--- config.mk ---
export PLATFORM = sky130hd
export DESIGN_NAME = bml_log_config
export DESIGN_NICKNAME = d
export VERILOG_FILES = /design/src/hw/bml_pkg.sv /design/src/hw/bml_fifo.sv /design/src/hw/bml_time_tag.sv /design/src/hw/bml_log_config.sv
export VERILOG_INCLUDE_DIRS = /design/src /design/src/hw
export SDC_FILE = /design/constraint.sdc
export NUM_CORES = 1
export LEC_CHECK = 0
export BUFFER_PORTS_ARGS = -buffer_cell sky130_fd_sc_hd__buf_2
export CAP_MARGIN = 30
export CORE_ASPECT_RATIO = 0.75
export CORE_UTILIZATION = 35
export DETAILED_ROUTE_END_ITERATION = 10
export HOLD_SLACK_MARGIN = 0.08
export SETUP_SLACK_MARGIN = 0.02
export SLEW_MARGIN = 20
export SYNTH_ARGS = -nofsm -noshare
export SYNTH_HDL_FRONTEND = slang
export SYNTH_SLANG_ARGS = --single-unit
--- constraint.sdc ---
create_clock -name clk -period 16.02 [get_ports clk]
set_input_delay 1.602 -clock clk [delete_from_list [all_inputs] [get_ports clk]]
set_output_delay 1.602 -clock clk [all_outputs]
set_load 0.01 [all_outputs]
--- src/hw/bml_defines.svh ---
// register offsets, field positions, reset values and timing counts of the log configuration block
`ifndef BML_DEFINES_SVH
`define BML_DEFINES_SVH

`define BML_OFS_MODE_FILT   8'hD0
`define BML_OFS_BUF_START   8'hD4
`define BML_OFS_BUF_END     8'hD8
`define BML_OFS_BUF_POS     8'hDC
`define BML_OFS_TIME_TAG    8'hE0

`define BML_MODE_FILT_RST   19'h7FFFF
`define BML_MODE_RSVD_RD    13'h1FFF
`define BML_START_RST       29'h00000000
`define BML_END_RST         19'h00000
`define BML_POS_RST         19'h00000
`define BML_END_LOW_RD      3'h7
`define BML_ALIGN_LOW_RD    3'h0
`define BML_TT_RES_RST      8'h00
`define BML_TT_VAL_RST      24'h000000

`define BML_SA_MODE_LO      5'h00
`define BML_SA_MODE_HI      5'h1F
`define BML_RT_BCAST        5'h1F

`define BML_MCB_SEL_SHUT_BC  5'h12
`define BML_MCB_SEL_SHUT     5'h11
`define BML_MCB_LAST_CMD     5'h10
`define BML_MCB_STATUS_WORD  5'h0F
`define BML_MCB_RESET_BC     5'h0E
`define BML_MCB_RESET        5'h0D
`define BML_MCB_FLAG_INH_BC  5'h0C
`define BML_MCB_FLAG_INH     5'h0B
`define BML_MCB_SELF_TEST_BC 5'h0A
`define BML_MCB_SELF_TEST    5'h09
`define BML_MCB_BUS_CTRL     5'h08
`define BML_MCB_BIT_WORD     5'h07
`define BML_MCB_VECTOR_WORD  5'h06
`define BML_MCB_SHUT_BC      5'h05
`define BML_MCB_SHUT         5'h04
`define BML_MCB_SYNC_DATA_BC 5'h03
`define BML_MCB_SYNC_DATA    5'h02
`define BML_MCB_SYNC_BC      5'h01
`define BML_MCB_SYNC         5'h00

`define BML_CLK_PERIOD_NS   100
`define BML_US_NS           1000
`define BML_CYC_PER_US      (`BML_US_NS / `BML_CLK_PERIOD_NS)

`endif

--- src/hw/bml_pkg.sv ---
// types shared by the log configuration block
package bml_pkg;

    typedef enum logic [4:0] {
        MC_BUS_CTRL = 5'h00, MC_SYNC = 5'h01, MC_STATUS_WORD = 5'h02, MC_SELF_TEST = 5'h03,
        MC_SHUT = 5'h04, MC_SHUT_OVR = 5'h05, MC_FLAG_INH = 5'h06, MC_FLAG_INH_OVR = 5'h07,
        MC_RESET = 5'h08, MC_VECTOR_WORD = 5'h10, MC_SYNC_DATA = 5'h11, MC_LAST_CMD = 5'h12,
        MC_BIT_WORD = 5'h13, MC_SEL_SHUT = 5'h14, MC_SEL_SHUT_OVR = 5'h15
    } bml_mode_code_t;

    typedef struct packed {
        logic [7:0]  addr;
        logic [31:0] wdata;
        logic        wr;
        logic        rd;
    } bml_reg_req_t;

    typedef struct packed {
        logic [4:0]  rt_addr;
        logic [4:0]  sub_addr;
        logic [4:0]  mode_code;
        logic [31:0] word;
    } bml_xfer_t;

    typedef struct packed {
        bml_xfer_t   xfer;
        logic [23:0] tag;
    } bml_entry_t;

    typedef struct packed {
        logic [31:0] addr;
        logic [63:0] data;
    } bml_memwr_t;

endpackage : bml_pkg

--- src/hw/bml_fifo.sv ---
// small first-in first-out buffer with valid and ready on both sides
`timescale 1ns/1ns
module bml_fifo #(
    parameter int unsigned WIDTH = 8,
    parameter int unsigned DEPTH = 8
) (
    input  wire logic             clk,
    input  wire logic             rst_n,
    input  wire logic             in_valid,
    output logic                  in_ready_ff,
    input  wire logic [WIDTH-1:0] in_data,
    output logic                  out_valid,
    input  wire logic             out_ready,
    output logic [WIDTH-1:0]      out_data
);
    localparam int unsigned AW = (DEPTH > 1) ? $clog2(DEPTH) : 1;
    logic [WIDTH-1:0] mem_ff [DEPTH];
    logic [AW-1:0]    wp_ff;
    logic [AW-1:0]    rp_ff;
    logic [AW:0]      cnt_ff;
    logic [AW:0]      nxt_cnt;
    logic             push;
    logic             pop;

    assign push     = in_valid && in_ready_ff;
    assign pop      = out_valid && out_ready;
    assign out_valid = cnt_ff != '0;
    assign out_data = mem_ff[rp_ff];

    always_comb begin
        nxt_cnt = cnt_ff;
        if (push && !pop) nxt_cnt = cnt_ff + (AW+1)'(1);
        if (pop && !push) nxt_cnt = cnt_ff - (AW+1)'(1);
    end

    always_ff @(posedge clk) begin
        if (push) mem_ff[wp_ff] <= in_data;
    end

    always_ff @(posedge clk) begin
        if (!rst_n) begin
            wp_ff       <= '0;
            rp_ff       <= '0;
            cnt_ff      <= '0;
            in_ready_ff <= 1'b1;
        end else begin
            if (push) wp_ff <= (wp_ff == AW'(DEPTH-1)) ? '0 : wp_ff + AW'(1);
            if (pop) rp_ff <= (rp_ff == AW'(DEPTH-1)) ? '0 : rp_ff + AW'(1);
            cnt_ff      <= nxt_cnt;
            in_ready_ff <= nxt_cnt != (AW+1)'(DEPTH);
        end
    end
endmodule : bml_fifo

--- src/hw/bml_time_tag.sv ---
// free running time tag counter with a microsecond prescaler and a programmable tick period
`timescale 1ns/1ns
`include "bml_defines.svh"
module bml_time_tag #(
    parameter int unsigned CYC_PER_US = `BML_CYC_PER_US
) (
    input  wire logic        clk,
    input  wire logic        rst_n,
    input  wire logic        load,
    input  wire logic [7:0]  load_res,
    input  wire logic [23:0] load_val,
    output logic [7:0]       res_ff,
    output logic [23:0]      value_ff
);
    localparam int unsigned UW = $clog2(CYC_PER_US + 1);
    logic [UW-1:0] us_cnt_ff;
    logic          us_tick_ff;
    logic [7:0]    per_cnt_ff;
    logic          step;

    assign step = us_tick_ff && (per_cnt_ff >= res_ff);

    always_ff @(posedge clk) begin
        if (!rst_n) begin
            us_cnt_ff  <= '0;
            us_tick_ff <= 1'b0;
        end else begin
            us_cnt_ff  <= (us_cnt_ff == UW'(CYC_PER_US-1)) ? '0 : us_cnt_ff + UW'(1);
            us_tick_ff <= us_cnt_ff == UW'(CYC_PER_US-1);
        end
    end

    // period is the resolution field plus one microseconds
    always_ff @(posedge clk) begin
        if (!rst_n) per_cnt_ff <= 8'h00;
        else if (step) per_cnt_ff <= 8'h00;
        else if (us_tick_ff) per_cnt_ff <= per_cnt_ff + 8'h01;
    end

    always_ff @(posedge clk) begin
        if (!rst_n) begin
            res_ff   <= `BML_TT_RES_RST;
            value_ff <= `BML_TT_VAL_RST;
        end else if (load) begin
            res_ff   <= load_res;
            value_ff <= load_val;
        end else if (step) begin
            value_ff <= value_ff + 24'h000001;
        end
    end
endmodule : bml_time_tag

--- src/hw/bml_log_config.sv ---
// register bank, entry filter and ring pointer logic for the bus monitor log
//
// The implementer's own choice: strobed register access.
`timescale 1ns/1ns
`include "bml_defines.svh"
// Overview of operation
// - a mode command on subaddress 0 is logged only while bit 0 of the subaddress filter is one.
// - bits 18 to 0 of the mode filter each enable one mode code or a code with its override, bits 31 to 19 are reserved.
// - filter bits 18 to 12 pick selected shutdown (bcast/addr), last command, status, reset (bcast/addr), flag bcast.
// - filter bits 11 to 0 pick flag, self test, bus control, bit word, vector word, shutdown and the syncs.
// - the start register holds the lowest ring address, 8-byte aligned, low three bits read zero.
// - the end register holds the highest ring address and only its bits 21 to 3 are writable.
// - bits 31 to 22 of end and position read back as those of the start register.
// - the low three bits of the end register always read one.
// - the position register points at the next entry to write, only bits 21 to 3 writable.
// - the low three bits of the position register always read zero.
// - bits 31 to 24 of the time tag register hold the tick period in microseconds minus one.
// - bits 23 to 0 of the time tag register read the running counter and may be overwritten.
// - nothing is logged unless the monitor enable is one.
// - with halt on wrap set, a wrap from end to start clears the enable and stops logging.
// - a transfer is logged only if the terminal address filter bit of its address is one.
module bml_log_config #(
    parameter int unsigned FIFO_DEPTH = 8,
    parameter int unsigned CYC_PER_US = `BML_CYC_PER_US
) (
    input  wire logic                  clk,
    input  wire logic                  rst_n,
    input  wire bml_pkg::bml_reg_req_t reg_req,
    output logic [31:0]                reg_rdata_ff,
    input  wire logic                  monitor_enable,
    input  wire logic                  halt_on_wrap,
    input  wire logic [31:0]           terminal_address_log_filter,
    input  wire logic [31:0]           subaddress_log_filter,
    output logic                       enable_clear_ff,
    input  wire logic                  xfer_valid,
    input  wire bml_pkg::bml_xfer_t    xfer_data,
    output logic                       xfer_ready,
    output bml_pkg::bml_memwr_t        mem_wr_ff,
    output logic                       mem_wr_valid_ff,
    input  wire logic                  mem_wr_ready
);
    import bml_pkg::*;

    logic [18:0] mode_filt_ff;
    logic [28:0] start_ff;
    logic [18:0] end_ff;
    logic [18:0] pos_ff;
    logic        halted_ff;
    logic [7:0]  tt_res;
    logic [23:0] tt_val;
    logic        wr_mode;
    logic        wr_start;
    logic        wr_end;
    logic        wr_pos;
    logic        wr_tt;
    logic [31:0] nxt_rdata;
    bml_entry_t  fifo_in;
    bml_entry_t  pop_entry;
    logic        pop_valid;
    logic        pop_ready;
    logic        pop;
    logic        is_mode;
    logic        bcast;
    logic [5:0]  mc_sel;
    logic        hit_rt;
    logic        hit_sa;
    logic        hit_mc;
    logic        log_ok;
    logic        launch;
    logic        accept;
    logic        at_end;
    logic        wrap;

    // filter bit of a mode code, top bit flags a code that may be logged at all
    function automatic logic [5:0] mode_bit(input logic [4:0] mc, input logic bc);
        logic [5:0] r;
        r = 6'h00;
        case (mc)
            MC_SYNC:         r = {1'b1, bc ? `BML_MCB_SYNC_BC : `BML_MCB_SYNC};
            MC_SYNC_DATA:    r = {1'b1, bc ? `BML_MCB_SYNC_DATA_BC : `BML_MCB_SYNC_DATA};
            MC_SHUT,
            MC_SHUT_OVR:     r = {1'b1, bc ? `BML_MCB_SHUT_BC : `BML_MCB_SHUT};
            MC_VECTOR_WORD:  r = {!bc, `BML_MCB_VECTOR_WORD};
            MC_BIT_WORD:     r = {!bc, `BML_MCB_BIT_WORD};
            MC_BUS_CTRL:     r = {!bc, `BML_MCB_BUS_CTRL};
            MC_SELF_TEST:    r = {1'b1, bc ? `BML_MCB_SELF_TEST_BC : `BML_MCB_SELF_TEST};
            MC_FLAG_INH,
            MC_FLAG_INH_OVR: r = {1'b1, bc ? `BML_MCB_FLAG_INH_BC : `BML_MCB_FLAG_INH};
            MC_RESET:        r = {1'b1, bc ? `BML_MCB_RESET_BC : `BML_MCB_RESET};
            MC_STATUS_WORD:  r = {!bc, `BML_MCB_STATUS_WORD};
            MC_LAST_CMD:     r = {!bc, `BML_MCB_LAST_CMD};
            MC_SEL_SHUT,
            MC_SEL_SHUT_OVR: r = {1'b1, bc ? `BML_MCB_SEL_SHUT_BC : `BML_MCB_SEL_SHUT};
            default:         r = 6'h00;
        endcase
        return r;
    endfunction : mode_bit

    // register write decode
    assign wr_mode  = reg_req.wr && (reg_req.addr == `BML_OFS_MODE_FILT);
    assign wr_start = reg_req.wr && (reg_req.addr == `BML_OFS_BUF_START);
    assign wr_end   = reg_req.wr && (reg_req.addr == `BML_OFS_BUF_END);
    assign wr_pos   = reg_req.wr && (reg_req.addr == `BML_OFS_BUF_POS);
    assign wr_tt    = reg_req.wr && (reg_req.addr == `BML_OFS_TIME_TAG);

    always_ff @(posedge clk) begin
        if (!rst_n) mode_filt_ff <= `BML_MODE_FILT_RST;
        else if (wr_mode) mode_filt_ff <= reg_req.wdata[18:0];
    end

    always_ff @(posedge clk) begin
        if (!rst_n) start_ff <= `BML_START_RST;
        else if (wr_start) start_ff <= reg_req.wdata[31:3];
    end

    always_ff @(posedge clk) begin
        if (!rst_n) end_ff <= `BML_END_RST;
        else if (wr_end) end_ff <= reg_req.wdata[21:3];
    end

    // software write wins over a hardware advance in the same cycle
    always_ff @(posedge clk) begin
        if (!rst_n) pos_ff <= `BML_POS_RST;
        else if (wr_pos) pos_ff <= reg_req.wdata[21:3];
        else if (accept) pos_ff <= at_end ? start_ff[18:0] : pos_ff + 19'h00001;
    end

    // read mux, answer one cycle after the strobe, unmapped reads zero
    always_comb begin
        nxt_rdata = 32'h00000000;
        case (reg_req.addr)
            `BML_OFS_MODE_FILT: nxt_rdata = {`BML_MODE_RSVD_RD, mode_filt_ff};
            `BML_OFS_BUF_START: nxt_rdata = {start_ff, `BML_ALIGN_LOW_RD};
            `BML_OFS_BUF_END:   nxt_rdata = {start_ff[28:19], end_ff, `BML_END_LOW_RD};
            `BML_OFS_BUF_POS:   nxt_rdata = {start_ff[28:19], pos_ff, `BML_ALIGN_LOW_RD};
            `BML_OFS_TIME_TAG:  nxt_rdata = {tt_res, tt_val};
            default:            nxt_rdata = 32'h00000000;
        endcase
    end

    always_ff @(posedge clk) begin
        if (!rst_n) reg_rdata_ff <= 32'h00000000;
        else if (reg_req.rd) reg_rdata_ff <= nxt_rdata;
        else reg_rdata_ff <= 32'h00000000;
    end

    bml_time_tag #(
        .CYC_PER_US (CYC_PER_US)
    ) u_time_tag (
        .clk      (clk),
        .rst_n    (rst_n),
        .load     (wr_tt),
        .load_res (reg_req.wdata[31:24]),
        .load_val (reg_req.wdata[23:0]),
        .res_ff   (tt_res),
        .value_ff (tt_val)
    );

    // each transfer is stamped when it enters the buffer
    assign fifo_in = '{xfer: xfer_data, tag: tt_val};

    bml_fifo #(
        .WIDTH ($bits(bml_entry_t)),
        .DEPTH (FIFO_DEPTH)
    ) u_fifo (
        .clk         (clk),
        .rst_n       (rst_n),
        .in_valid    (xfer_valid),
        .in_ready_ff (xfer_ready),
        .in_data     (fifo_in),
        .out_valid   (pop_valid),
        .out_ready   (pop_ready),
        .out_data    (pop_entry)
    );

    // entry filter
    assign is_mode = (pop_entry.xfer.sub_addr == `BML_SA_MODE_LO) || (pop_entry.xfer.sub_addr == `BML_SA_MODE_HI);
    assign bcast   = pop_entry.xfer.rt_addr == `BML_RT_BCAST;
    assign mc_sel  = mode_bit(pop_entry.xfer.mode_code, bcast);
    assign hit_rt  = terminal_address_log_filter[pop_entry.xfer.rt_addr];
    assign hit_sa  = subaddress_log_filter[pop_entry.xfer.sub_addr];
    assign hit_mc  = !is_mode || (mc_sel[5] && mode_filt_ff[mc_sel[4:0]]);
    assign log_ok  = monitor_enable && !halted_ff && hit_rt && hit_sa && hit_mc;

    // one entry in flight; filtered-out entries are simply dropped
    assign pop_ready = !mem_wr_valid_ff;
    assign pop       = pop_valid && pop_ready;
    assign launch    = pop && log_ok;
    assign accept    = mem_wr_valid_ff && mem_wr_ready;
    assign at_end    = pos_ff == end_ff;
    assign wrap      = accept && at_end && !wr_pos;

    always_ff @(posedge clk) begin
        if (!rst_n) mem_wr_valid_ff <= 1'b0;
        else if (launch) mem_wr_valid_ff <= 1'b1;
        else if (mem_wr_ready) mem_wr_valid_ff <= 1'b0;
    end

    always_ff @(posedge clk) begin
        if (!rst_n) begin
            mem_wr_ff <= '0;
        end else if (launch) begin
            mem_wr_ff.addr <= {start_ff[28:19], pos_ff, `BML_ALIGN_LOW_RD};
            mem_wr_ff.data <= {pop_entry.xfer.word, pop_entry.tag, 3'h0, pop_entry.xfer.rt_addr};
        end
    end

    // enable clear request to the control register, one cycle pulse
    always_ff @(posedge clk) begin
        if (!rst_n) enable_clear_ff <= 1'b0;
        else enable_clear_ff <= wrap && halt_on_wrap;
    end

    // hold logging off until the control side has dropped the enable
    always_ff @(posedge clk) begin
        if (!rst_n) halted_ff <= 1'b0;
        else if (wrap && halt_on_wrap) halted_ff <= 1'b1;
        else if (!monitor_enable) halted_ff <= 1'b0;
    end

    // checking helpers
    logic       rd_q;
    logic [7:0] rd_addr_q;

    always_ff @(posedge clk) begin
        if (!rst_n) begin
            rd_q      <= 1'b0;
            rd_addr_q <= 8'h00;
        end else begin
            rd_q      <= reg_req.rd;
            rd_addr_q <= reg_req.addr;
        end
    end
endmodule : bml_log_config

# Word-level counts from Yosys, hierarchy flattened

Memory sizes are Yosys's and may differ from the RTL's. A register that Yosys moved wholly into a read port is not among the register bits.
Cells that the tools add are included.

Register bits after elaboration: 267
Memory bits (writable): 568
Input port bits: 159
Output and inout port bits: 131
Word-level logic and storage cells: 133
Memories kept: 1

Memory list:

| memory        | depth | bits a word | rd ports | clocked after memory_dff | write ports | line           | RTL |
|---|---|---|---|---|---|---|---|
| u_fifo.mem_ff | 8     | 71          | 1        | 1                        | 1           | bml_fifo.sv:17 | `logic [WIDTH-1:0] mem_ff [DEPTH];` |

Add/subtract/negate cells: 8
$lt $le $gt $ge: 4
Eq/ne operators: 27
Mux-type cells: 32
Bitwise gates (word level): 1
Reduce and logical (&&, ||, !) cells: 41

Operators by type and width:

| operator              | number |
|---|---|
| $pmux 32 s5           | 1 |
| $pmux 6 s12           | 1 |
| $mux 19               | 3 |
| $mux 24               | 2 |
| $eq 5x5->1 const B    | 8 |
| $eq 8x8->1 const B    | 5 |
| $add 24x1->24 const B | 1 |
| $eq 5x3->1 const B    | 4 |
| $logic_and 1x1->1     | 20 |
| $add 19x1->19 const B | 1 |
| $eq 19x19->1          | 1 |
| $lt 5x6->1 const B    | 3 |
| $bmux 1 s5            | 3 |
| $mux 3                | 5 |
| $mux 1                | 12 |
| $eq 5x2->1 const B    | 2 |
| $logic_not 5->1       | 2 |
| $reduce_or 2->1       | 5 |
| $add 4x1->4 const B   | 2 |
| $add 8x1->8 const B   | 1 |
| $ge 8x8->1            | 1 |
| $mux 4                | 2 |
| $logic_not 1->1       | 7 |
| $add 3x1->3 const B   | 2 |
| other kinds (13)      | 19 |

# Depth between registers and ports, before layout

Depth in word-level cells: 10
Gate-level depth with buffers: 18
Gate-level depth less buffers: 13

# Hierarchy

A second synthesis with hierarchy kept.

Cells, all modules: 2823
Area total of the unflattened synthesis: 37119.4 µm²

Modules (own cells, without submodules):

| module         | times used | cells each | area an instance (µm²) | sequential area each (µm²) |
|---|---|---|---|---|
| bml_fifo       | 1          | 910        | 22039.9                | 17336.6 |
| bml_log_config | 1          | 1594       | 12438.2                | 4224.1 |
| bml_time_tag   | 1          | 319        | 2641.3                 | 900.9 |

# Worst setup path after synthesis

Ideal clock, no wire load.

Path kind: input to register
Start point: input xfer_valid
End point: memory u_fifo.mem_ff[2][0] (netlist name) (enable)
Setup time: 0.700 ns
Arrival time: 9.192 ns
Data required time: 15.320 ns
Setup slack: 6.128 ns
Stages: 3
Path buffers: 1
Path through: nand2_1 > clkbuf_1 > nor4b_1

Longest elaborated chain between the ends: 3

RTL lines:

| item                         | line                 | RTL |
|---|---|---|
| start, declared              | bml_log_config.sv:35 | `input wire logic xfer_valid,` |
| $logic_and 1x1->1            | bml_fifo.sv:25       | `assign push = in_valid && in_ready_ff;` |
| $mux 1                       | bml_fifo.sv:37       | `if (push) mem_ff[wp_ff] <= in_data;` |
| $mux 1 (not written as such) | bml_fifo.sv:37       |  |
| end, declared                | bml_fifo.sv:17       |  |

No other way between the ends.

==> run metrics <==
Final nets=2821; DRT Pass-1 Iters=6; DP HPWL=between 50000 and 60000 um; GR Overflow Total=0; endpoints failing setup=0; setup tns final=0 ns; first-pass GRT wire length=134300 um; fin. max-slew vios=0; crit path DAT=6.30 ns; vias in the first global route=between 20000 and 25000; CP bufs+invs=3; Reg clk slew, reported paths=0.06 ns; Post-Synth XOR/XNOR Area=0.01213; CTS buffer count=87; Crit path largest cell delay=0.81 ns; Peak Freq=0.1741 GHz; Post-Synth Adder-Cell Area=0.006857; Slew @ Worst Pin=~0.97 ns; FP Rows=slightly below 100; Routability Congestion=0.9084; io pins=290; Leakage=14.47 nW; commonest non-fill, non-tap cell in the layout=edfxtp_1; total track usage=0.1770; RSZ-0062 raised after global routing=no; total power=6.406 mW; WP data required=16.57 ns; Clock Path Buffers=3; Via Count=approximately 22000; post-route core utilization=0.4143; Crit. End Element=register; relative slew slack=0.3542; synth warn=0; Hold WC Path Type=register to register; CTS sink count=around 840; Synth Area in Simple Gates=0.06991; DRC viols=0; Area Overhead vs Synth=16.79%; synth unique cells=70; CP cell instances=buf_4 > mux4_2 > mux2i_4 > a21boi_1 > o311ai_2 > a32oi_4 > a21boi_1 > o211ai_2 > nand4_4 > buf_4 > a21o_2 > buf_12 > mux2i_1; Mapped Avg Cell Area=14.48 sq um; Post-synth top flop=edfxtp_1; Cell Area, Synth=~35000 sq um; pin count of the biggest net entering global routing=65; TritonCTS clock tree=built; commonest cells after routing, fill and taps aside=edfxtp_1 (568), nand2_1 (305), buf_2 (282); Die Width=365.4 um; Setup CP Type=register to register; area fraction of the dominant cell type after synthesis=0.4920; Routed WL=~91000 um; number of synthesized register bits=around 840; Fillers=roughly 9000; clk_skew=0.04178 ns; Die Ht=274.6 um; hold bufs inserted after CTS=0; Tmin final=approximately 5.7 ns; port bufs=283; core box area=97730 sq um; root buf cell=clkbuf_16; Post-CTS Setup Repair Bufs=0; area of the multi-input gates=11430 sq um; main combinational cell family by area after synthesis=multiplexers; synth top area cells=edfxtp_1 (49%), dfxtp_1 (16%), mux4_2 (9.7%); pwr/cell area=158.2 nW/um^2; PostCTS Resize Cnt=0; Slowest-stage cell, CP=buf_4; Max-Cap Viols=0; startpoint types=register; fin crit share=0.3586; Die ar.=100300 sq um; asr flop ratio synth=0; Initial Util=0.3547; Crit path max-delay family=compound AO/OA/AOI/OAI gates; post-route ant nets=0; antenna violations before repair=9; Syn Inst Count=2394; DR WL/cell=22.55 um; Synth Area in Compound Gates=0.08626; detailed-route vias per instance=~5.3; register area share after synthesis=0.6479; worst-path fanout max=58; Post-synth EDFFs=around 570; flop-to-flop setup slack=10.27 ns; proportion of layout cells with a drive suffix above 1=0.2684; mux cell area share after synthesis=0.1500; VDD IR max=roughly 0.00016 V; storage element area=22470 sq um; cell taking the most area after synthesis=edfxtp_1; DR iter-0 viols=1760; outcome=complete, no violations; htree depth=3; Worst-Skew Late Latency=0.64 ns; Hold Vio Cnt, Final=0
area by class of cell:
cell class / count / area share
Inverter: 27 / 0.002503
Clock inverter: 42 / 0.01252
Antenna cell: 2 / 0.0001236
Tap cell: 1313 / 0.04058
Timing Repair Buffer: 326 / 0.04481
Sequential cell: 838 / 0.5551
Multi-Input combinational cell: 1363 / 0.2822
Clock buffer: 120 / 0.06221
path summary, 6_finish.rpt:
path | startpoint | endpoint | cells after the start
setup / recovery | register | mem_wr_ff[78] | 13
hold / removal | mem_wr_ff[72] | mem_wr_ff[72] | 2
setup reg to reg | register | mem_wr_ff[78] | 13
hold reg to reg | mem_wr_ff[72] | mem_wr_ff[72] | 2
tightest hold or removal path: stages, from the launching register on:
cell and delay, ns:
dfxtp_1 0.31, nand2_1 0.05, mux2i_1 0.05
metrics by stage:
stage / cells / hold WS (ns) / instance area, sq um / setup slack [ns]
finish: 4031 / 0.4559 / 40490 / 10.27
global route: 4029 / 0.4710 / 40480 / 9.888
CTS: 4029 / 0.4578 / 40480 / 10.16
detailed placement: 3867 / 0.4474 / 37460 / 10.16
global placement: 3861 / 0.4412 / 37340 / 9.936
floorplan: 2399 / 0.4332 / 34690 / 6.128
power by group:
group,total (mW),switching (mW),internal [mW],leakage (nW)
registers,2.51,0.0879,2.42,7.43
logic,1.80,0.996,0.808,5.56
clock network,2.09,0.838,1.25,1.48
layer usage:
metal | vias up | global-route usage | routed length (um)
li1 | 9704 | - | -
met1 | 11050 | 0.2387 | 39080
met2 | 642 | 0.2848 | 43360
met3 | 147 | 0.04138 | 6088
met4 | 14 | 0.05120 | 2266
met5 | - | 0 | 87
Yosys cell counts (6+ instances only):
cell type  instances
nor4_1            11
and2_1             9
mux4_2           150
buf_4             15
nand4_1           13
a211oi_1          13
o211a_1           56
nor4b_1            9
xor2_1             8
a211o_1           57
a221oi_1          11
or2_2              6
mux2i_1           92
buf_6             13
nand2b_1           7
buf_2             15
ha_1              19
o22ai_1           15
dfxtp_1          270
and3_1            14
inv_1             27
o21ai_0           47
nand3_1           47
a31oi_1            9
nor2_1            91
xnor2_1           40
a21oi_1          143
nand2_1          305
nor3_1            16
a311oi_1           6
buf_1             18
a21o_1            11
edfxtp_1         568
clkbuf_1         109
mux2_2            69
sequential cells by signal, summed over array words and instances, names as in the netlist, 4 cells and up, named ones only:
name	flops
end_ff	19
mem_wr_ff	90
mode_filt_ff	19
u_fifo.cnt_ff	4
u_time_tag.us_cnt_ff	4
start_ff	29
u_time_tag.per_cnt_ff	8
pos_ff	19
reg_rdata_ff	32
u_time_tag.res_ff	8
u_time_tag.value_ff	24
u_fifo.mem_ff	568
cell families after synthesis:
family	Yosys count
buffers and inverters	198
DFF	838
muxes	318
other	1
AOI/OAI and AO/OA	423
and+or+nand+nor	549
xor gates and xnor gates	48
adders and majority gates	19
(Power assumes the default switching activity.)
